**src/core/rwss_pkg.sv**
```systemverilog
// Package with constants and types for the reset, watchdog and suspend sequencer
package rwss_pkg;

  // ----------------------------------------------------------------
  // Timing
  // ----------------------------------------------------------------
  localparam int CLK_PERIOD_NS = 10;
  localparam int MS_NS         = 1000000;
  localparam int CYCLES_PER_MS = MS_NS / CLK_PERIOD_NS;

  localparam int MS_CNT_W = 7;
  localparam logic [MS_CNT_W-1:0] POR_HOLD_MS         = 7'h01;
  localparam logic [MS_CNT_W-1:0] SEMI_SUSPEND_MS     = 7'h5F;
  localparam logic [MS_CNT_W-1:0] WATCHDOG_TIMEOUT_MS = 7'h08;
  localparam logic [MS_CNT_W-1:0] WDR_LENGTH_MS       = 7'h02;
  localparam logic [MS_CNT_W-1:0] WAKE_SETTLE_MS      = 7'h01;
  localparam logic [MS_CNT_W-1:0] MS_ONE              = 7'h01;
  localparam logic [MS_CNT_W-1:0] MS_ZERO             = 7'h00;

  // ----------------------------------------------------------------
  // I/O register map
  // ----------------------------------------------------------------
  localparam logic [7:0] ADDR_IRQ_ENABLE = 8'h20;
  localparam logic [7:0] ADDR_WD_RESTART = 8'h26;
  localparam logic [7:0] ADDR_STATUS     = 8'hFF;

  // Status and control fields
  localparam int STAT_RUN_BIT       = 0;
  localparam int STAT_IRQ_SENSE_BIT = 2;
  localparam int STAT_SUSPEND_BIT   = 3;
  localparam int STAT_POR_BIT       = 4;
  localparam int STAT_WDR_BIT       = 6;
  localparam logic [7:0] STAT_POR_VALUE  = 8'h11;
  localparam logic [7:0] STAT_WDR_VALUE  = 8'h41;
  localparam logic [7:0] STAT_WDR_KEEP   = 8'h10;
  localparam logic [7:0] STAT_WRITE_MASK = 8'h5D;

  // Interrupt enable bank
  localparam int IRQEN_BUS_RESET_BIT = 0;
  localparam logic [7:0] IRQEN_RESET = 8'h00;

  // CPU restart values
  localparam logic [13:0] PC_RESET  = 14'h0000;
  localparam logic [7:0]  PSP_RESET = 8'h00;
  localparam logic [7:0]  DSP_RESET = 8'h00;
  localparam logic [7:0]  READ_NONE = 8'h00;

  // Pin synchroniser lanes
  localparam int N_PINS         = 4;
  localparam int PIN_POR_N      = 0;
  localparam int PIN_OSC_STABLE = 1;
  localparam int PIN_BUS_RESET  = 2;
  localparam int PIN_USB_ACTIVE = 3;

  // ----------------------------------------------------------------
  // Sequencer states
  // ----------------------------------------------------------------
  typedef enum logic [2:0] {
    ST_POR,
    ST_HOLD1,
    ST_SEMI,
    ST_RUN,
    ST_WDR,
    ST_SUSP,
    ST_WAKE
  } rwss_state_e;

endpackage

```
**src/core/rwss_seq.sv**
```systemverilog
// Reset, watchdog and suspend sequencer top level
`timescale 1ns/1ps
`default_nettype none
module rwss_seq #(
  parameter int TICK_CYCLES = rwss_pkg::CYCLES_PER_MS
) (
  // Clock and reset
  input  wire logic        clk,
  input  wire logic        srst,
  // Pins from outside the clock domain
  input  wire logic        por_n,
  input  wire logic        osc_stable,
  input  wire logic        usb_bus_reset,
  input  wire logic        usb_activity,
  // On-chip inputs
  input  wire logic        gpio_wake_irq,
  input  wire logic        cpu_global_ie,
  input  wire logic        cpu_instr_done,
  input  wire logic        bus_reset_ack,
  // CPU I/O register port
  input  wire logic [7:0]  io_addr,
  input  wire logic        io_wr,
  input  wire logic        io_rd,
  input  wire logic [7:0]  io_wdata,
  output var  logic [7:0]  io_rdata,
  // CPU control
  output var  logic        cpu_reset,
  output var  logic        cpu_run,
  output var  logic [13:0] pc_start,
  output var  logic [7:0]  program_stack_pointer,
  output var  logic [7:0]  data_stack_pointer,
  output var  logic        irq_hold,
  output var  logic        bus_reset_irq,
  // Chip control
  output var  logic        usb_addr_clear,
  output var  logic        osc_enable,
  output var  logic        timers_enable,
  output var  logic        logic_powered,
  output var  logic [7:0]  status_control,
  output var  logic [7:0]  interrupt_enable_bank
);

  // ----------------------------------------------------------------
  // Pin synchronisers
  // ----------------------------------------------------------------
  logic [rwss_pkg::N_PINS-1:0] pin_raw;
  logic [rwss_pkg::N_PINS-1:0] sync1;
  logic [rwss_pkg::N_PINS-1:0] sync2;
  logic [rwss_pkg::N_PINS-1:0] sync3;
  logic [rwss_pkg::N_PINS-1:0] pin_f;

  assign pin_raw = {usb_activity, usb_bus_reset, osc_stable, por_n};

  // A change is taken only once the second and third stages agree
  for (genvar i = 0; i < rwss_pkg::N_PINS; i++) begin : g_sync
    always_ff @(posedge clk) begin
      if (srst) begin
        sync1[i] <= 1'b0;
        sync2[i] <= 1'b0;
        sync3[i] <= 1'b0;
        pin_f[i] <= 1'b0;
      end else begin
        sync1[i] <= pin_raw[i];
        sync2[i] <= sync1[i];
        sync3[i] <= sync2[i];
        if (sync2[i] == sync3[i]) begin
          pin_f[i] <= sync3[i];
        end
      end
    end
  end

  logic por_active;
  logic osc_ok;
  logic bus_reset_q;
  logic bus_reset_rise;

  assign por_active     = !pin_f[rwss_pkg::PIN_POR_N];
  assign osc_ok         = pin_f[rwss_pkg::PIN_OSC_STABLE];
  assign bus_reset_rise = pin_f[rwss_pkg::PIN_BUS_RESET] && !bus_reset_q;

  // Edge memory for the filtered bus reset level
  always_ff @(posedge clk) begin
    if (srst) begin
      bus_reset_q <= 1'b0;
    end else begin
      bus_reset_q <= pin_f[rwss_pkg::PIN_BUS_RESET];
    end
  end

  // ----------------------------------------------------------------
  // Register decode
  // ----------------------------------------------------------------
  logic wr_status;
  logic wr_irqen;
  logic wr_restart;

  assign wr_status  = io_wr && (io_addr == rwss_pkg::ADDR_STATUS);
  assign wr_irqen   = io_wr && (io_addr == rwss_pkg::ADDR_IRQ_ENABLE);
  assign wr_restart = io_wr && (io_addr == rwss_pkg::ADDR_WD_RESTART);

  // ----------------------------------------------------------------
  // Timebases
  // ----------------------------------------------------------------
  rwss_pkg::rwss_state_e state;
  rwss_pkg::rwss_state_e next_state;

  logic                          seq_tick;
  logic                          wd_tick;
  logic                          seq_clear;
  logic                          wd_clear;
  logic [rwss_pkg::MS_CNT_W-1:0] seq_ms;
  logic [rwss_pkg::MS_CNT_W-1:0] wd_ms;
  logic                          wd_expire;

  // Any state change restarts the sequence timebase from zero
  assign seq_clear = (next_state != state) || (state == rwss_pkg::ST_SUSP)
                   || (state == rwss_pkg::ST_WAKE && !osc_ok);
  // Watchdog only runs while the CPU runs; stopped in suspend
  assign wd_clear  = wr_restart || (state != rwss_pkg::ST_RUN);

  rwss_tick_div #(
    .CYCLES(TICK_CYCLES)
  ) u_seq_div (
    .clk   (clk),
    .srst  (srst),
    .clear (seq_clear),
    .tick  (seq_tick)
  );

  rwss_tick_div #(
    .CYCLES(TICK_CYCLES)
  ) u_wd_div (
    .clk   (clk),
    .srst  (srst),
    .clear (wd_clear),
    .tick  (wd_tick)
  );

  // Millisecond count within the current sequence state
  always_ff @(posedge clk) begin
    if (srst || seq_clear) begin
      seq_ms <= rwss_pkg::MS_ZERO;
    end else if (seq_tick) begin
      seq_ms <= seq_ms + rwss_pkg::MS_ONE;
    end
  end

  // Watchdog counter: a restart write always wins over a tick.
  // Rollover wraps to zero at once, so the count never reaches the timeout value.
  always_ff @(posedge clk) begin
    if (srst || wd_clear || wd_expire) begin
      wd_ms <= rwss_pkg::MS_ZERO;
    end else if (wd_tick) begin
      wd_ms <= wd_ms + rwss_pkg::MS_ONE;
    end
  end

  // Rollover after exactly the timeout since the last clear
  assign wd_expire = wd_tick && !wd_clear
                   && (wd_ms == rwss_pkg::WATCHDOG_TIMEOUT_MS - rwss_pkg::MS_ONE);

  // ----------------------------------------------------------------
  // Sequencer
  // ----------------------------------------------------------------
  logic seq_done;
  logic wake_req;

  assign wake_req = gpio_wake_irq || pin_f[rwss_pkg::PIN_USB_ACTIVE];

  // Next state; power-on reset overrides every state
  always_comb begin
    next_state = state;
    seq_done   = 1'b0;
    case (state)
      rwss_pkg::ST_POR: begin
        if (!por_active && osc_ok) begin
          next_state = rwss_pkg::ST_HOLD1;
        end
      end
      rwss_pkg::ST_HOLD1: begin
        // First millisecond ignores bus resets
        if (seq_tick && seq_ms == rwss_pkg::POR_HOLD_MS - rwss_pkg::MS_ONE) begin
          next_state = rwss_pkg::ST_SEMI;
        end
      end
      rwss_pkg::ST_SEMI: begin
        if (bus_reset_rise) begin
          next_state = rwss_pkg::ST_RUN;
        end else if (seq_tick
                     && seq_ms == rwss_pkg::SEMI_SUSPEND_MS - rwss_pkg::MS_ONE) begin
          next_state = rwss_pkg::ST_RUN;
        end
      end
      rwss_pkg::ST_RUN: begin
        if (wd_expire) begin
          next_state = rwss_pkg::ST_WDR;
        end else if (wr_status && io_wdata[rwss_pkg::STAT_SUSPEND_BIT]) begin
          next_state = rwss_pkg::ST_SUSP;
        end
      end
      rwss_pkg::ST_WDR: begin
        if (seq_tick && seq_ms == rwss_pkg::WDR_LENGTH_MS - rwss_pkg::MS_ONE) begin
          next_state = rwss_pkg::ST_RUN;
        end
      end
      rwss_pkg::ST_SUSP: begin
        // Without the run bit the part cannot resume
        if (wake_req && status_control[rwss_pkg::STAT_RUN_BIT]) begin
          next_state = rwss_pkg::ST_WAKE;
        end
      end
      rwss_pkg::ST_WAKE: begin
        if (osc_ok && seq_tick
            && seq_ms == rwss_pkg::WAKE_SETTLE_MS - rwss_pkg::MS_ONE) begin
          next_state = rwss_pkg::ST_RUN;
          seq_done   = 1'b1;
        end
      end
      default: begin
        next_state = rwss_pkg::ST_POR;
      end
    endcase
    if (por_active) begin
      next_state = rwss_pkg::ST_POR;
      seq_done   = 1'b0;
    end
  end

  // State register
  always_ff @(posedge clk) begin
    if (srst) begin
      state <= rwss_pkg::ST_POR;
    end else begin
      state <= next_state;
    end
  end

  logic next_in_reset;
  logic entering_wdr;
  logic entering_por;

  assign next_in_reset = (next_state == rwss_pkg::ST_POR) || (next_state == rwss_pkg::ST_HOLD1)
                       || (next_state == rwss_pkg::ST_SEMI) || (next_state == rwss_pkg::ST_WDR);
  assign entering_wdr  = (next_state == rwss_pkg::ST_WDR) && (state != rwss_pkg::ST_WDR);
  assign entering_por  = (next_state == rwss_pkg::ST_POR);

  // ----------------------------------------------------------------
  // Registers
  // ----------------------------------------------------------------
  // Status and control; hardware loads win over firmware writes
  always_ff @(posedge clk) begin
    if (srst || entering_por) begin
      status_control <= rwss_pkg::STAT_POR_VALUE;
    end else if (entering_wdr) begin
      status_control <= rwss_pkg::STAT_WDR_VALUE
                      | (status_control & rwss_pkg::STAT_WDR_KEEP);
    end else if (seq_done) begin
      status_control[rwss_pkg::STAT_SUSPEND_BIT] <= 1'b0;
    end else if (wr_status) begin
      status_control <= io_wdata & rwss_pkg::STAT_WRITE_MASK;
    end
  end

  // Interrupt enable bank; cleared by both reset sources
  always_ff @(posedge clk) begin
    if (srst || entering_por || entering_wdr) begin
      interrupt_enable_bank <= rwss_pkg::IRQEN_RESET;
    end else if (wr_irqen) begin
      interrupt_enable_bank <= io_wdata;
    end
  end

  // Registered read port; write-only and unmapped addresses read zero
  always_ff @(posedge clk) begin
    if (srst) begin
      io_rdata <= rwss_pkg::READ_NONE;
    end else if (io_rd) begin
      case (io_addr)
        rwss_pkg::ADDR_STATUS: begin
          io_rdata <= status_control;
        end
        rwss_pkg::ADDR_IRQ_ENABLE: begin
          io_rdata <= interrupt_enable_bank;
        end
        default: begin
          io_rdata <= rwss_pkg::READ_NONE;
        end
      endcase
    end
  end

  // ----------------------------------------------------------------
  // Interrupt gating
  // ----------------------------------------------------------------
  logic bus_reset_pending;

  // Pending bus reset survives the end of semi-suspend; a new event beats the ack
  always_ff @(posedge clk) begin
    if (srst || entering_por || entering_wdr) begin
      bus_reset_pending <= 1'b0;
    end else if (bus_reset_rise && state != rwss_pkg::ST_POR) begin
      bus_reset_pending <= 1'b1;
    end else if (bus_reset_ack) begin
      bus_reset_pending <= 1'b0;
    end
  end

  // Hold interrupts off until the instruction after the suspend write retires
  always_ff @(posedge clk) begin
    if (srst || entering_por || entering_wdr) begin
      irq_hold <= 1'b0;
    end else if (seq_done) begin
      irq_hold <= 1'b1;
    end else if (cpu_instr_done) begin
      irq_hold <= 1'b0;
    end
  end

  // Request reaches the CPU only when both enables are set
  always_ff @(posedge clk) begin
    if (srst) begin
      bus_reset_irq <= 1'b0;
    end else begin
      bus_reset_irq <= bus_reset_pending && !irq_hold && cpu_global_ie
                     && interrupt_enable_bank[rwss_pkg::IRQEN_BUS_RESET_BIT];
    end
  end

  // ----------------------------------------------------------------
  // Outputs to CPU and chip
  // ----------------------------------------------------------------
  // Driven from next_state so outputs line up with the state register
  always_ff @(posedge clk) begin
    if (srst) begin
      cpu_reset      <= 1'b1;
      cpu_run        <= 1'b0;
      usb_addr_clear <= 1'b1;
      osc_enable     <= 1'b1;
      timers_enable  <= 1'b1;
      logic_powered  <= 1'b1;
    end else begin
      cpu_reset      <= next_in_reset;
      cpu_run        <= next_state == rwss_pkg::ST_RUN;
      usb_addr_clear <= next_in_reset;
      osc_enable     <= next_state != rwss_pkg::ST_SUSP;
      timers_enable  <= (next_state != rwss_pkg::ST_SUSP)
                     && (next_state != rwss_pkg::ST_WAKE);
      logic_powered  <= next_state != rwss_pkg::ST_SUSP;
    end
  end

  // Restart values stand while the CPU is held in reset
  always_ff @(posedge clk) begin
    if (srst || next_in_reset) begin
      pc_start              <= rwss_pkg::PC_RESET;
      program_stack_pointer <= rwss_pkg::PSP_RESET;
      data_stack_pointer    <= rwss_pkg::DSP_RESET;
    end
  end

  // ----------------------------------------------------------------
  // Assertions
  // ----------------------------------------------------------------
  property p_wdr_pattern;
    @(posedge clk) disable iff (srst)
    (state == rwss_pkg::ST_WDR && $past(state) != rwss_pkg::ST_WDR)
      |-> ((status_control & ~rwss_pkg::STAT_WDR_KEEP) == rwss_pkg::STAT_WDR_VALUE);
  endproperty
  a_wdr_pattern: assert property (p_wdr_pattern) else $error("wdr status pattern wrong");

  property p_restart_clears;
    @(posedge clk) disable iff (srst)
    wr_restart |=> (wd_ms == rwss_pkg::MS_ZERO);
  endproperty
  a_restart_clears: assert property (p_restart_clears) else $error("restart left count");

  property p_wd_bound;
    @(posedge clk) disable iff (srst)
    wd_ms < rwss_pkg::WATCHDOG_TIMEOUT_MS;
  endproperty
  a_wd_bound: assert property (p_wd_bound) else $error("watchdog passed timeout");

  property p_wd_fires;
    @(posedge clk) disable iff (srst)
    (wd_expire && !por_active) |=> (state == rwss_pkg::ST_WDR) && cpu_reset && usb_addr_clear;
  endproperty
  a_wd_fires: assert property (p_wd_fires) else $error("rollover without reset");

  property p_halt_in_semi;
    @(posedge clk) disable iff (srst)
    (state == rwss_pkg::ST_SEMI || state == rwss_pkg::ST_HOLD1)
      |-> (!cpu_run && osc_enable && cpu_reset);
  endproperty
  a_halt_in_semi: assert property (p_halt_in_semi) else $error("cpu ran in semi-suspend");

  property p_bus_reset_abort;
    @(posedge clk) disable iff (srst)
    (state == rwss_pkg::ST_SEMI && bus_reset_rise && !por_active)
      |=> (cpu_run && bus_reset_pending && pc_start == rwss_pkg::PC_RESET);
  endproperty
  a_bus_reset_abort: assert property (p_bus_reset_abort) else $error("bus reset ignored");

  property p_wdr_length;
    @(posedge clk) disable iff (srst)
    (state == rwss_pkg::ST_WDR && seq_tick && !por_active
     && seq_ms == rwss_pkg::WDR_LENGTH_MS - rwss_pkg::MS_ONE) |=> cpu_run;
  endproperty
  a_wdr_length: assert property (p_wdr_length) else $error("wdr length wrong");

  property p_suspend_stops;
    @(posedge clk) disable iff (srst)
    (state == rwss_pkg::ST_SUSP) |-> (!osc_enable && !timers_enable && !logic_powered);
  endproperty
  a_suspend_stops: assert property (p_suspend_stops) else $error("clocks ran in suspend");

  property p_por_cause;
    @(posedge clk) disable iff (srst)
    (state == rwss_pkg::ST_POR) |-> status_control[rwss_pkg::STAT_POR_BIT];
  endproperty
  a_por_cause: assert property (p_por_cause) else $error("por cause not logged");

  property p_wake_hold;
    @(posedge clk) disable iff (srst)
    (state == rwss_pkg::ST_WAKE && $past(state) == rwss_pkg::ST_SUSP)
      |-> osc_enable ##1 (state != rwss_pkg::ST_RUN || irq_hold);
  endproperty
  a_wake_hold: assert property (p_wake_hold) else $error("wake sequence wrong");

  c_bus_reset_abort: cover property (@(posedge clk) disable iff (srst)
    state == rwss_pkg::ST_SEMI && bus_reset_rise);
  c_wdr_entry: cover property (@(posedge clk) disable iff (srst) entering_wdr);
  c_wake: cover property (@(posedge clk) disable iff (srst) seq_done);

endmodule
`default_nettype wire

```
**src/core/rwss_tick_div.sv**
```systemverilog
// Millisecond tick divider with synchronous restart
`timescale 1ns/1ps
`default_nettype none
module rwss_tick_div #(
  parameter int CYCLES = 100000
) (
  // Clock and reset
  input  wire logic clk,
  input  wire logic srst,
  // Control
  input  wire logic clear,
  // Tick out
  output var  logic tick
);

  localparam int CW = $clog2(CYCLES);
  localparam logic [CW-1:0] LAST = CW'(CYCLES - 1);
  localparam logic [CW-1:0] ZERO = '0;

  logic [CW-1:0] cnt;

  // Restarting on clear keeps the first tick a full period away
  always_ff @(posedge clk) begin
    if (srst || clear) begin
      cnt  <= ZERO;
      tick <= 1'b0;
    end else if (cnt == LAST) begin
      cnt  <= ZERO;
      tick <= 1'b1;
    end else begin
      cnt  <= cnt + CW'(1);
      tick <= 1'b0;
    end
  end

endmodule
`default_nettype wire

```
**config.mk**
```make
export PLATFORM = sky130hd
export DESIGN_NAME = rwss_seq
export DESIGN_NICKNAME = d
export VERILOG_FILES = /design/src/core/rwss_pkg.sv /design/src/core/rwss_seq.sv /design/src/core/rwss_tick_div.sv
export SDC_FILE = /design/constraint.sdc
export NUM_CORES = 1
export LEC_CHECK = 0
export BUFFER_PORTS_ARGS = -buffer_cell sky130_fd_sc_hd__buf_4
export CAP_MARGIN = 0
export CORE_ASPECT_RATIO = 1.4
export CORE_UTILIZATION = 35
export CTS_BUF_LIST = sky130_fd_sc_hd__clkbuf_4 sky130_fd_sc_hd__clkbuf_8 sky130_fd_sc_hd__clkbuf_16
export CTS_CLUSTER_SIZE = 20
export DETAILED_ROUTE_END_ITERATION = 8
export HOLD_SLACK_MARGIN = 0.12
export PLACE_DENSITY_LB_ADDON = 0.08
export SLEW_MARGIN = 20
export SYNTH_ARGS = -nofsm -noshare
export SYNTH_HDL_FRONTEND = slang
export SYNTH_SLANG_ARGS = --single-unit
```
**constraint.sdc**
```tcl
create_clock -name clk -period 2.4 [get_ports clk]
set_clock_uncertainty 0.15 [all_clocks]
set_input_delay 0.24 -clock clk [delete_from_list [all_inputs] [get_ports clk]]
set_output_delay 0.24 -clock clk [all_outputs]
set_load 0.05 [all_outputs]
```
# [Word-level counts from Yosys, hierarchy flattened]
# Cells that the tools add are included.
# W data, S select, Z words.
[word_totals] wordCells=148 ramBits=0 memories=0 inputBits=28 register_bits=98 latch_bits=0 rom_bits=0 output_inout_bits=62
[classes] reduce_logical=51 mul=0 div_mod_pow=0 bitwise=2 addsub=4 mux=26 magnitude_cmp=0 n_eq_ne=28 shift=0
[ops] cell="$mux W3" n=12
[ops] cell="$add A17 B1 Y17 const B" n=2
[ops] cell="$eq A17 B17 Y1 const B" n=2
[ops] cell="$logic_and A1 B1 Y1" n=21
[ops] cell="$pmux W3 S7" n=1
[ops] cell="$eq A8 B6 Y1 const B" n=2
[ops] cell="$pmux W8 S2" n=1
[ops] cell="$add A7 B1 Y7 const B" n=2
[ops] cell="$mux W7" n=2
[ops] cell="$eq A3 B2 Y1 const B" n=4
[ops] cell="$eq A3 B3 Y1 const B" n=4
[ops] cell="$logic_or A1 B1 Y1" n=12
[ops] cell="$mux W1" n=10
[ops] cell="$ne A3 B3 Y1 const B" n=3
[ops] cell="$eq A8 B8 Y1 const B" n=1
[ops] cell="$eq A7 B1 Y1 const B" n=1
[ops] cell="$eq A7 B3 Y1 const B" n=1
[ops] cell="$eq A7 B7 Y1 const B" n=1
[ops] cell="$logic_not A7 Y1" n=1
[ops] cell="$eq A3 B1 Y1 const B" n=2
[ops] cell="$logic_not A3 Y1" n=2
[ops] cell="$reduce_bool A2 Y1" n=3
[ops] cell="$reduce_or A2 Y1" n=3
[ops] cell="$eq A1 B1 Y1" n=4
[ops] cell="9 further kinds" n=14

# [Longest topological paths before layout]
# Gate-level depths: netlist of the first run.
[depth] ltp_word=14 depth_mapped=9 depth_no_buf=8

# [Modules after synthesis]
# Synthesis of the first run repeated with hierarchy kept, for this count alone.
[hier_totals] hier_cells=512 area_unflattened_um2=4613.2
[modules_own_cells] module="rwss_seq" seq_area_each_um2=1241.2 area_each_um2=3012.9 cells_each=336 instances=1
[modules_own_cells] module="rwss_tick_div (u_wd_div)" seq_area_each_um2=360.3 area_each_um2=812.0 cells_each=88 instances=1
[modules_own_cells] module="rwss_tick_div (u_seq_div)" seq_area_each_um2=360.3 area_each_um2=788.3 cells_each=88 instances=1

# [Worst setup path before layout of the first run]
# No wires, ideal clock.
[synth_timing] path_type="register -> register" from="reg seq_ms[0] (netlist name)" to="reg status_control[0]" t_arrival_ns=1.914 t_required_ns=2.123 stages_incl_launch_ff=9 path_buffers=0 synth_period_minus_slack_ns=2.191 path_slack_ns=0.209 setup_time_ns=0.127 cell_sequence="dfxtp_1 > inv_1 > ha_1 > and3_1 > a21oi_1 > o211ai_1 > and2_4 > o311a_4 > or3_1"
[synth_between] elab_chain_cells=9 elab_cells_between_ends=24 classes_between="eq/ne (3); mux (10); bitwise (1); reduce/logical (10)"
[synth_rtl] item="from (decl)" line_no="rwss_seq.sv:112" rtl="logic [rwss_pkg::MS_CNT_W-1:0] seq_ms;"
[synth_rtl] item="from (signal assigned)" line_no="rwss_seq.sv:143" rtl="seq_ms <= rwss_pkg::MS_ZERO;"
[synth_rtl] item="from (signal assigned)" line_no="rwss_seq.sv:145" rtl="seq_ms <= seq_ms + rwss_pkg::MS_ONE;"
[synth_rtl] item="$eq A7 B7 Y1" line_no="rwss_seq.sv:191" rtl="&& seq_ms == rwss_pkg::SEMI_SUSPEND_MS - rwss_pkg::MS_ONE) begin"
[synth_rtl] item="$logic_and A1 B1 Y1" line_no="rwss_seq.sv:191"
[synth_rtl] item="$mux W3" line_no="rwss_seq.sv:190" rtl="end else if (seq_tick"
[synth_rtl] item="$mux W3" line_no="rwss_seq.sv:188" rtl="if (bus_reset_rise) begin"
[synth_rtl] item="$pmux W3 S7" line_no="rwss_seq.sv:175" rtl="case (state)"
[synth_rtl] item="$mux W3" line_no="rwss_seq.sv:224" rtl="if (por_active) begin"
[synth_rtl] item="$eq A3 B3 Y1 / $logic_not A3 Y1 (equally long branches)" line_no="rwss_seq.sv:245, rwss_seq.sv:246"
[synth_rtl] item="$logic_and A1 B1 Y1 / $logic_or A1 B1 Y1 (equally long branches)" line_no="rwss_seq.sv:245, rwss_seq.sv:253"
[synth_rtl] item="$reduce_or A2 Y1 (no source line)"
[synth_rtl] item="to (signal assigned)" line_no="rwss_seq.sv:254" rtl="status_control <= rwss_pkg::STAT_POR_VALUE;"
[synth_rtl] item="to (signal assigned)" line_no="rwss_seq.sv:256" rtl="status_control <= rwss_pkg::STAT_WDR_VALUE"
[synth_rtl] item="to (signal assigned)" line_no="rwss_seq.sv:261" rtl="status_control <= io_wdata & rwss_pkg::STAT_WRITE_MASK;"
[synth_rtl] item="to (decl)" line_no="rwss_seq.sv:39" rtl="output var logic [7:0] status_control,"
# Parallel ways exist; a longest one is shown, timed or not.
# A chain may end at the register's enable or synchronous reset.

# [Worst setup path after layout of the first run]
[layout_timing] from="reg seq_ms[0] (netlist name)" to="reg u_seq_div.cnt[0]"
[layout_between] elab_chain_cells=11 elab_cells_between_ends=19 classes_between="eq/ne (3); mux (7); reduce/logical (9)"
[layout_rtl] item="$eq A7 B7 Y1" line_no="rwss_seq.sv:191"
[layout_rtl] item="$logic_and A1 B1 Y1" line_no="rwss_seq.sv:191"
[layout_rtl] item="$mux W3" line_no="rwss_seq.sv:190"
[layout_rtl] item="$mux W3" line_no="rwss_seq.sv:188"
[layout_rtl] item="$pmux W3 S7 *" line_no="rwss_seq.sv:175"
[layout_rtl] item="$mux W3 *" line_no="rwss_seq.sv:224"
[layout_rtl] item="$ne A3 B3 Y1 *" line_no="rwss_seq.sv:117" rtl="assign seq_clear = (next_state != state) || (state == rwss_pkg::ST_SUSP)"
[layout_rtl] item="$logic_or A1 B1 Y1 *" line_no="rwss_seq.sv:117"
[layout_rtl] item="$logic_or A1 B1 Y1 *" line_no="rwss_seq.sv:118" rtl="|| (state == rwss_pkg::ST_WAKE && !osc_ok);"
[layout_rtl] item="$logic_or A1 B1 Y1 *" line_no="rwss_tick_div.sv:24" rtl="if (srst || clear) begin"
[layout_rtl] item="$reduce_or A2 Y1 (no source line) *"
[layout_rtl] item="to (signal assigned)" line_no="rwss_tick_div.sv:31" rtl="cnt <= cnt + CW'(1);"
[layout_rtl] item="to (decl)" line_no="rwss_tick_div.sv:20" rtl="logic [CW-1:0] cnt;"
# Every way passes the cells marked *; elsewhere a longest branch is shown, timed or not.

==> Flow_metrics.wiki, run 1 <==
{| class="wikitable"
! Metric !! Value
|-
| Wire length of the first global-routing pass || around 17000 um
|-
| Standby leakage power || 0.00225 uW
|-
| Number of maximum-capacitance constraint violations || 0
|-
| Internal power component || roughly 2400 uW
|-
| Type of destination of the critical path || register
|-
| Die ar. || around 0.014 mm2
|-
| CTS sink cnt || 98
|-
| Number of fill cells || 1328
|-
| Total power after layout || between 3000 and 4000 uW
|-
| Share of the yosys chip area belonging to registers || 41.2%
|-
| Hold WS || between 150 and 200 ps
|-
| Sum of buffers and inverters on the critical path || 2
|-
| Switching power summed over all nets || 870 uW
|-
| Met3 wire length || approximately 290 um
|-
| Initial core utilization || between 30% and 40%
|-
| Largest net degree at the start of global routing || 33
|-
| Count of boundary I/O pins || 90
|-
| Worst hold-check path type || in -> reg
|-
| Unrepaired setup endpoints after global routing || true
|-
| Fraction of power consumed by the clock network || a little over two fifths
|-
| Synthesized netlist cell count || 516
|-
| DRC violations left || 0
|-
| Area used by multi-input combinational logic || 0.00252 mm2
|-
| Net count, final || 639
|-
| Startpoint types || register
|-
| Crit share post-route || between 90% and 100%
|-
| Final number of max-transition violations || 0
|-
| Antenna violations before repair || 0
|-
| Via-to-Cell Ratio || ~4.7
|-
| Count of state elements after synthesis || 98
|-
| Final total negative setup slack || 0 ps
|-
| Most frequent standard cell in the layout excluding fill and tap cells || sky130_fd_sc_hd__dfxtp_1
|-
| Yosys warns || 0
|-
| Ratio of cells with drive above 1 in the final layout || 23.5%
|-
| Biggest area contributors in the synthesized netlist || sky130_fd_sc_hd__dfxtp_1 41%, sky130_fd_sc_hd__buf_4 6.1%, sky130_fd_sc_hd__xor2_1 4.8%, sky130_fd_sc_hd__nor3_2 4.2%, sky130_fd_sc_hd__nand2_1 3.9%
|-
| Clock transition at path regs || 70 ps
|-
| Headroom to the max-slew limit || 60.1%
|-
| Worst slack, placed || roughly 16 ps
|-
| GRT Residual Overflow || 0
|-
| Switching fraction of total power || between 20% and 30%
|-
| Portion of total power attributed to sequential cells || between 40% and 50%
|-
| Last weighted congestion value of the routability-driven placer || approximately 0.86
|-
| Routed Antenna Nets || 0
|-
| Actual slew at the worst max-slew pin || 593 ps
|-
| Met2 Wirelength || approximately 5200 um
|-
| Dominant delay contributor by cell family on the critical path || compound AO/OA/AOI/OAI gates
|-
| TritonCTS buffer count || 9
|-
| Portion of synthesized cell area occupied by the leading cell type || about two fifths
|-
| Time the final worst path needs with I/O delays and setup || about 2300 ps
|-
| Ant. Diodes || 0
|-
| Largest fanout of any net on the critical path || 25
|-
| FF+latch area || ~0.0020 mm2
|-
| Largest stage delay, worst path || 370 ps
|-
| Row count || 50
|-
| Post-Route M1 WL || between 4000 and 5000 um
|-
| Final wirelength || 10400 um
|-
| Required arrival time at the worst endpoint || between 2000 and 3000 ps
|-
| Longest Clk Path Bufs || 2
|-
| CP cell instances || inv_1 > ha_1 > and3b_1 > o211ai_1 > a21oi_1 > a211oi_2 > o221ai_2 > buf_12 > nor4b_2
|-
| P&R area growth vs syn || 22.9%
|-
| Top layer in use || met4
|-
| Setup-failing EPs final || 0
|-
| Clock Tree Root || sky130_fd_sc_hd__clkbuf_16
|-
| DR pass1 iterations || 4
|-
| CP max stage cell || sky130_fd_sc_hd__dfxtp_4
|-
| Netlist cell types || between 50 and 60
|-
| Critical path data arrival time || ~2400 ps
|-
| Routed len/inst || between 10 and 15 um
|-
| Run status || finished clean
|-
| Die Width || about 100 um
|-
| Fraction of the core area covered by cells at the end of the flow || 43.9%
|-
| Combined global-route utilization of all metal layers || 15.2%
|-
| Logic pwr share || 8.0%
|-
| Maximum clock rate || about 430 MHz
|-
| Count of buffers from port buffering || 56
|-
| Clock insertion delay at the later pin of the skew report || between 300 and 400 ps
|-
| Type of the worst setup path || reg -> reg
|-
| Iter 0 DRT Violations || 122
|-
| TritonCTS clock tree || yes
|-
| Post-layout worst setup margin || about 74 ps
|-
| Level count of the clock H-tree || 3
|-
| HPWL Detailed || 7610 um
|-
| Synthesized area per cell || between 9 and 10 um2
|-
| Cell Area, Synth || 0.00476 mm2
|-
| Dominant cell type by area after synthesis || sky130_fd_sc_hd__dfxtp_1
|-
| Maximum VDD drop || roughly 310 uV
|-
| Most frequently used flop master after synthesis || sky130_fd_sc_hd__dfxtp_1
|-
| Async set or reset register ratio after synthesis || 0%
|-
| DR vias || between 3000 and 4000
|-
| Number of global-route vias before repair || between 3000 and 4000
|-
| Pwr dens || about 570 mW/mm2
|-
| Floorplan Core Area || around 0.013 mm2
|-
| Final hold violations || 0
|-
| Count of flip-flops with a built-in enable after synthesis || 0
|-
| Height of the die || ~140 um
|-
| Commonest cells after routing, fill and taps aside || 95 x sky130_fd_sc_hd__dfxtp_1, 80 x sky130_fd_sc_hd__buf_4, 50 x sky130_fd_sc_hd__nand2_1
|}
==> worst paths after layout <==
check / startpoint / endpoint / slack, ps / cells after the start
setup / recovery: seq_ms[0] / u_seq_div.cnt[0] / 70 / 9
hold / removal: srst / state[2] / 150 / 2
setup reg to reg: seq_ms[0] / u_seq_div.cnt[0] / 70 / 9
hold reg to reg: sync1[2] / sync2[2] / 290 / 1
==> power groups by stage <==
stage / clock [uW] / combinational (uW) / sequential (uW)
2_1_floorplan: 0 / 208 / 1700
3_3_place_gp: 0 / 242 / 1690
3_5_place_dp: 0 / 244 / 1690
4_1_cts: 1450 / 265 / 1650
5_1_grt: 1510 / 280 / 1650
6_report: 1390 / 265 / 1650
==> stage by stage <==
step,cells,cell area (um2)
final,791,5850
after global routing,791,5850
after CTS,790,5820
after detailed placement,758,5370
after global placement,758,5370
after floorplan,548,4880
==> cell usage after synthesis, types with 6 or more instances <==
| library cell | n |
|---|---|
| sky130_fd_sc_hd__dfxtp_1 | 98 |
| sky130_fd_sc_hd__nand2_1 | 50 |
| sky130_fd_sc_hd__nor2_1 | 49 |
| sky130_fd_sc_hd__buf_4 | 39 |
| sky130_fd_sc_hd__xor2_1 | 26 |
| sky130_fd_sc_hd__nor3_1 | 23 |
| sky130_fd_sc_hd__nor3_2 | 20 |
| sky130_fd_sc_hd__nand3_1 | 19 |
| sky130_fd_sc_hd__nand4_1 | 18 |
| sky130_fd_sc_hd__nor2b_1 | 16 |
| sky130_fd_sc_hd__xnor2_1 | 16 |
| sky130_fd_sc_hd__a21oi_1 | 12 |
| sky130_fd_sc_hd__inv_1 | 12 |
| sky130_fd_sc_hd__mux2i_1 | 12 |
| sky130_fd_sc_hd__a211oi_1 | 9 |
| sky130_fd_sc_hd__clkbuf_1 | 9 |
| sky130_fd_sc_hd__ha_1 | 7 |
| sky130_fd_sc_hd__a22oi_1 | 6 |
| sky130_fd_sc_hd__and3_1 | 6 |
| sky130_fd_sc_hd__nand2b_1 | 6 |
==> layer usage <==
metal  global-route usage, %  vias to the layer above
li1                        -                     1905
met1                    18.7                     1738
met2                    25.6                       69
met3                    2.89                       17
met4                    6.71                        0
met5                       0                        -
==> layout make-up <==
class                           instances  area share [%]
Multi-Input combinational cell        385            43.1
Timing Repair Buffer                   98            13.7
Clock inverter                          7            1.05
Inverter                               12           0.770
Tap cell                              182            3.89
Clock buffer                            9            3.85
Sequential cell                        98            33.6
==> cells by family (layout without fill, tap and decap cells) <==
kind of cell | after synthesis | in the layout | share of synthesized area, %
other | 1 | 33 | 0.0788
muxes | 13 | 13 | 2.76
and+or+nand+nor | 239 | 239 | 29.1
AOI/OAI and AO/OA | 50 | 50 | 8.23
DFF | 98 | 98 | 41.2
adders and majority gates | 7 | 7 | 1.84
buffers and inverters | 65 | 126 | 8.73
xor gates and xnor gates | 43 | 43 | 8.07
==> repair_timing <==
action / 4_1_cts / 5_1_grt
hold buffers: 16 / 0
endpoints found under the setup margin: 0 / 41
resized for setup: 0 / 8
buffers inserted: 0 / 1
endpoints found under the hold margin: 25 / 0
==> sequential cells by signal, summed over array words and instances (netlist names), 3 cells and up <==
name / cells
sync1: 4
u_seq_div.cnt: 17
interrupt_enable_bank: 8
wd_ms: 7
io_rdata: 8
pin_f: 3
sync3: 4
u_wd_div.cnt: 17
seq_ms: 7
sync2: 4
status_control: 5
state: 3
(Power assumes the default switching activity.)
==> inputs of run 2 (changes only) <==
- BUFFER_PORTS_ARGS: -buffer_cell sky130_fd_sc_hd__buf_4 -> -buffer_cell sky130_fd_sc_hd__buf_2
- CTS_CLUSTER_DIAMETER: unset -> 150
==> run 2 against run 1 <==
Cell count up 1.5%. Power down 1.7%. Global-route usage grew 0.35 points. Sequential cell count did not move. Final area up 0.19%. Via count grew 3.0%. Sequential power hardly changed. Worst hold slack better by 110 ps. First-iteration DRC count is 15% higher. Sequential share of layout area is 0.15 points lower. Non-clock buffer count rose by 12. Critical endpoint is now status_control[0].
==> Flow_metrics.wiki, run 2 (synthesized netlist as in run 1, its figures left out) <==
{| class="wikitable"
! Metric !! Value
|-
| Run status || finished clean (unchanged)
|-
| Routed Antenna Nets || 0 (unchanged)
|-
| Floorplan Core Area || 0.0133 mm2 (unchanged)
|-
| Launch point of the worst path || seq_ms[1] (was seq_ms[0])
|-
| Area of placed instances || 0.00536 mm2 (was 0.00537 mm2)
|-
| Number of maximum-capacitance constraint violations || 0 (unchanged)
|-
| Headroom to the max-slew limit || 60.7% (was 60.1%)
|-
| Clock transition at path regs || 70 ps (about the same)
|-
| Routed len/inst || 12.9 um (was 13.1 um)
|-
| CP max stage cell || sky130_fd_sc_hd__dfxtp_2 (was sky130_fd_sc_hd__dfxtp_4)
|-
| Type of the worst setup path || reg -> reg (unchanged)
|-
| Longest Clk Path Bufs || 2 (unchanged)
|-
| Final wirelength || 10400 um (about the same)
|-
| Number of fill cells || 1363 (was 1328)
|-
| Worst hold-check path type || in -> reg (unchanged)
|-
| Final number of max-transition violations || 0 (unchanged)
|-
| Finished layout cell area || 0.00586 mm2 (was 0.00585 mm2)
|-
| Ant. Diodes || 0 (unchanged)
|-
| HPWL Detailed || 7920 um (was 7610 um)
|-
| Number of buffers inserted by post-CTS setup repair || 0 (unchanged)
|-
| Level count of the clock H-tree || 3 (unchanged)
|-
| Final total negative setup slack || 0 ps (unchanged)
|-
| TritonCTS clock tree || yes (unchanged)
|-
| Largest fanout of any net on the critical path || 6 (was 25)
|-
| Final hold violations || 0 (unchanged)
|-
| Type of destination of the critical path || register (unchanged)
|-
| Setup-failing EPs final || 0 (unchanged)
|-
| Die Width || 101 um (unchanged)
|-
| Number of global-route vias before repair || 3657 (was 3437)
|-
| Internal power component || 2410 uW (was 2440 uW)
|-
| Actual slew at the worst max-slew pin || 587 ps (was 593 ps)
|-
| DRC violations left || 0 (unchanged)
|-
| Initial core utilization || 35.7% (unchanged)
|-
| Critical path data arrival time || 2350 ps (was 2440 ps)
|-
| Standby leakage power || 0.00228 uW (was 0.00225 uW)
|-
| GRT Residual Overflow || 0 (unchanged)
|-
| Setup slack on the worst flop-to-flop path || 130 ps (was 70 ps)
|-
| DR vias || 3840 (was 3729)
|-
| Wire length of the first global-routing pass || 17300 um (was 17000 um)
|-
| Largest net degree at the start of global routing || 26 (was 33)
|-
| Largest registers ranked by flip-flop count || u_seq_div.cnt (17), u_wd_div.cnt (17) (unchanged)
|-
| P&R area growth vs syn || 23.2% (was 22.9%)
|-
| Net count, final || 651 (was 639)
|-
| Unrepaired setup endpoints after global routing || true (unchanged)
|-
| Iter 0 DRT Violations || 140 (was 122)
|-
| Required arrival time at the worst endpoint || 2480 ps (was 2510 ps)
|-
| Switching fraction of total power || 25.8% (was 26.3%)
|-
| Row count || 50 (unchanged)
|-
| Last weighted congestion value of the routability-driven placer || 0.860 (was 0.856)
|-
| Switching power summed over all nets || 838 uW (was 870 uW)
|-
| Via-to-Cell Ratio || 4.78 (was 4.71)
|-
| Timing endpoint of the critical path || status_control[0] (was u_seq_div.cnt[0])
|-
| DR pass1 iterations || 4 (unchanged)
|-
| Count of buffers from port buffering || 56 (unchanged)
|-
| Commonest cells after routing, fill and taps aside || 97 x sky130_fd_sc_hd__dfxtp_1, 56 x sky130_fd_sc_hd__buf_2, 50 x sky130_fd_sc_hd__nand2_1 (was 95 x sky130_fd_sc_hd__dfxtp_1, 80 x sky130_fd_sc_hd__buf_4, 50 x sky130_fd_sc_hd__nand2_1)
|-
| Portion of total power attributed to sequential cells || 50.8% (was 49.9%)
|-
| Antenna violations before repair || 0 (unchanged)
|-
| Clock Tree Root || sky130_fd_sc_hd__clkbuf_16 (unchanged)
|-
| CP cell instances || inv_1 > ha_2 > and3_4 > a21oi_2 > o211ai_1 > and2_4 > o311a_4 > or3_1 (was inv_1 > ha_1 > and3b_1 > o211ai_1 > a21oi_1 > a211oi_2 > o221ai_2 > buf_12 > nor4b_2)
|-
| Maximum VDD drop || 337 uV (was 313 uV)
|-
| Most frequent standard cell in the layout excluding fill and tap cells || sky130_fd_sc_hd__dfxtp_1 (unchanged)
|-
| R2R Path End || status_control[0] (was u_seq_div.cnt[0])
|-
| Combined global-route utilization of all metal layers || 15.6% (was 15.2%)
|-
| Height of the die || 140 um (unchanged)
|-
| R2r startpoint || seq_ms[1] (was seq_ms[0])
|-
| Crit share post-route || 94.7% (was 96.9%)
|-
| Count of boundary I/O pins || 90 (unchanged)
|-
| Fraction of power consumed by the clock network || 41.5% (was 42.1%)
|-
| Worst reg-to-reg path cell count || 8 (was 9)
|-
| CTS sink cnt || 98 (unchanged)
|-
| Logic pwr share || 7.7% (was 8.0%)
|-
| Largest stage delay, worst path || 340 ps (was 370 ps)
|-
| Clock insertion delay at the later pin of the skew report || 340 ps (was 350 ps)
|-
| Startpoint types || register (unchanged)
|-
| TritonCTS buffer count || 9 (unchanged)
|-
| Maximum clock rate || 440 MHz (was 430 MHz)
|-
| Time the final worst path needs with I/O delays and setup || 2270 ps (was 2330 ps)
|-
| Ratio of cells with drive above 1 in the final layout || 25.3% (was 23.5%)
|-
| Die ar. || 0.0141 mm2 (unchanged)
|-
| Pwr dens || 555 mW/mm2 (was 565 mW/mm2)
|}
run 2: changes by cell type in the layout (fill, tap and decap cells not counted), moves of 2 or more:
cell / change
sky130_fd_sc_hd__ha_2: +2
sky130_fd_sc_hd__buf_2: +56
sky130_fd_sc_hd__buf_12: +3
sky130_fd_sc_hd__buf_4: -49
sky130_fd_sc_hd__clkinv_2: +2
sky130_fd_sc_hd__clkinv_4: -2
sky130_fd_sc_hd__dfxtp_1: +2
sky130_fd_sc_hd__ha_1: -2
run 2: cell type report:
| class | instances | area [um2] | share of cell area [%] |
|---|---|---|---|
| clock buffer | 9 | 225 | 3.84 |
| clock inverter | 7 | 51.3 | 0.875 |
| inverter | 12 | 45.0 | 0.768 |
| multi-input combinational | 385 | 2560 | 43.6 |
| sequential | 98 | 1960 | 33.5 |
| tap | 182 | 228 | 3.88 |
| timing repair buffer | 110 | 795 | 13.6 |
run 2: worst max-delay path: cells and delay by family, from the launching register on:
kind | cells | cell delay (ps)
buf+inv | 1 | 70
fa+ha+maj | 1 | 200
flops | 1 | 340
simple gates | 3 | 760
compound gates | 3 | 630
run 2: stage by stage:
stage / std cells / total power [uW] / hold WS [ps] / util, % / worst slack (ps)
after floorplan: 548 / 1910 / 218 / - / 209
after global placement: 770 / 1920 / 269 / 40.2 / 42.6
after detailed placement: 770 / 1920 / 287 / 40.2 / 28.9
after CTS: 803 / 3310 / 242 / 43.6 / 4.89
after global routing: 803 / 3400 / 272 / 44.0 / -14.7
final: 803 / 3250 / 259 / 44.0 / 127
run 2: what timing repair did:
action	CTS	global route
pin swaps	1	2
hold endpoints to repair	21	0
hold buffers	17	0
resized for setup	0	14
endpoints found under the setup margin	1	38
run 2: layer usage:
layer | GRT usage [%] | up-vias | wire length (um)
met1 | 18.3 | 1837 | 4500
met4 | 5.95 | 0 | 153
met2 | 27.5 | 68 | 5450
met3 | 3.09 | 10 | 291
met5 | 0 | - | 0
li1 | - | 1925 | -
run 2: how the worst min path moves through the flow:
stage / startpoint / cells past startpoint / to / slack, ps
2_1_floorplan: por_n / 1 / sync1[0] / 220
3_3_place_gp: sync1[2] / 1 / sync2[2] / 270
3_5_place_dp: sync1[3] / 1 / sync2[3] / 290
4_1_cts: io_addr[1] / 5 / io_rdata[7] / 240
5_1_grt: io_addr[2] / 5 / io_rdata[7] / 270
6_report: io_addr[1] / 5 / io_rdata[1] / 260
run 2: power groups by stage:
| stage | logic (uW) | clock network (uW) | registers [uW] |
|---|---|---|---|
| 2_1_floorplan | 208 | 0 | 1700 |
| 3_3_place_gp | 229 | 0 | 1690 |
| 3_5_place_dp | 230 | 0 | 1690 |
| 4_1_cts | 252 | 1410 | 1650 |
| 5_1_grt | 268 | 1480 | 1650 |
| 6_report | 252 | 1350 | 1650 |
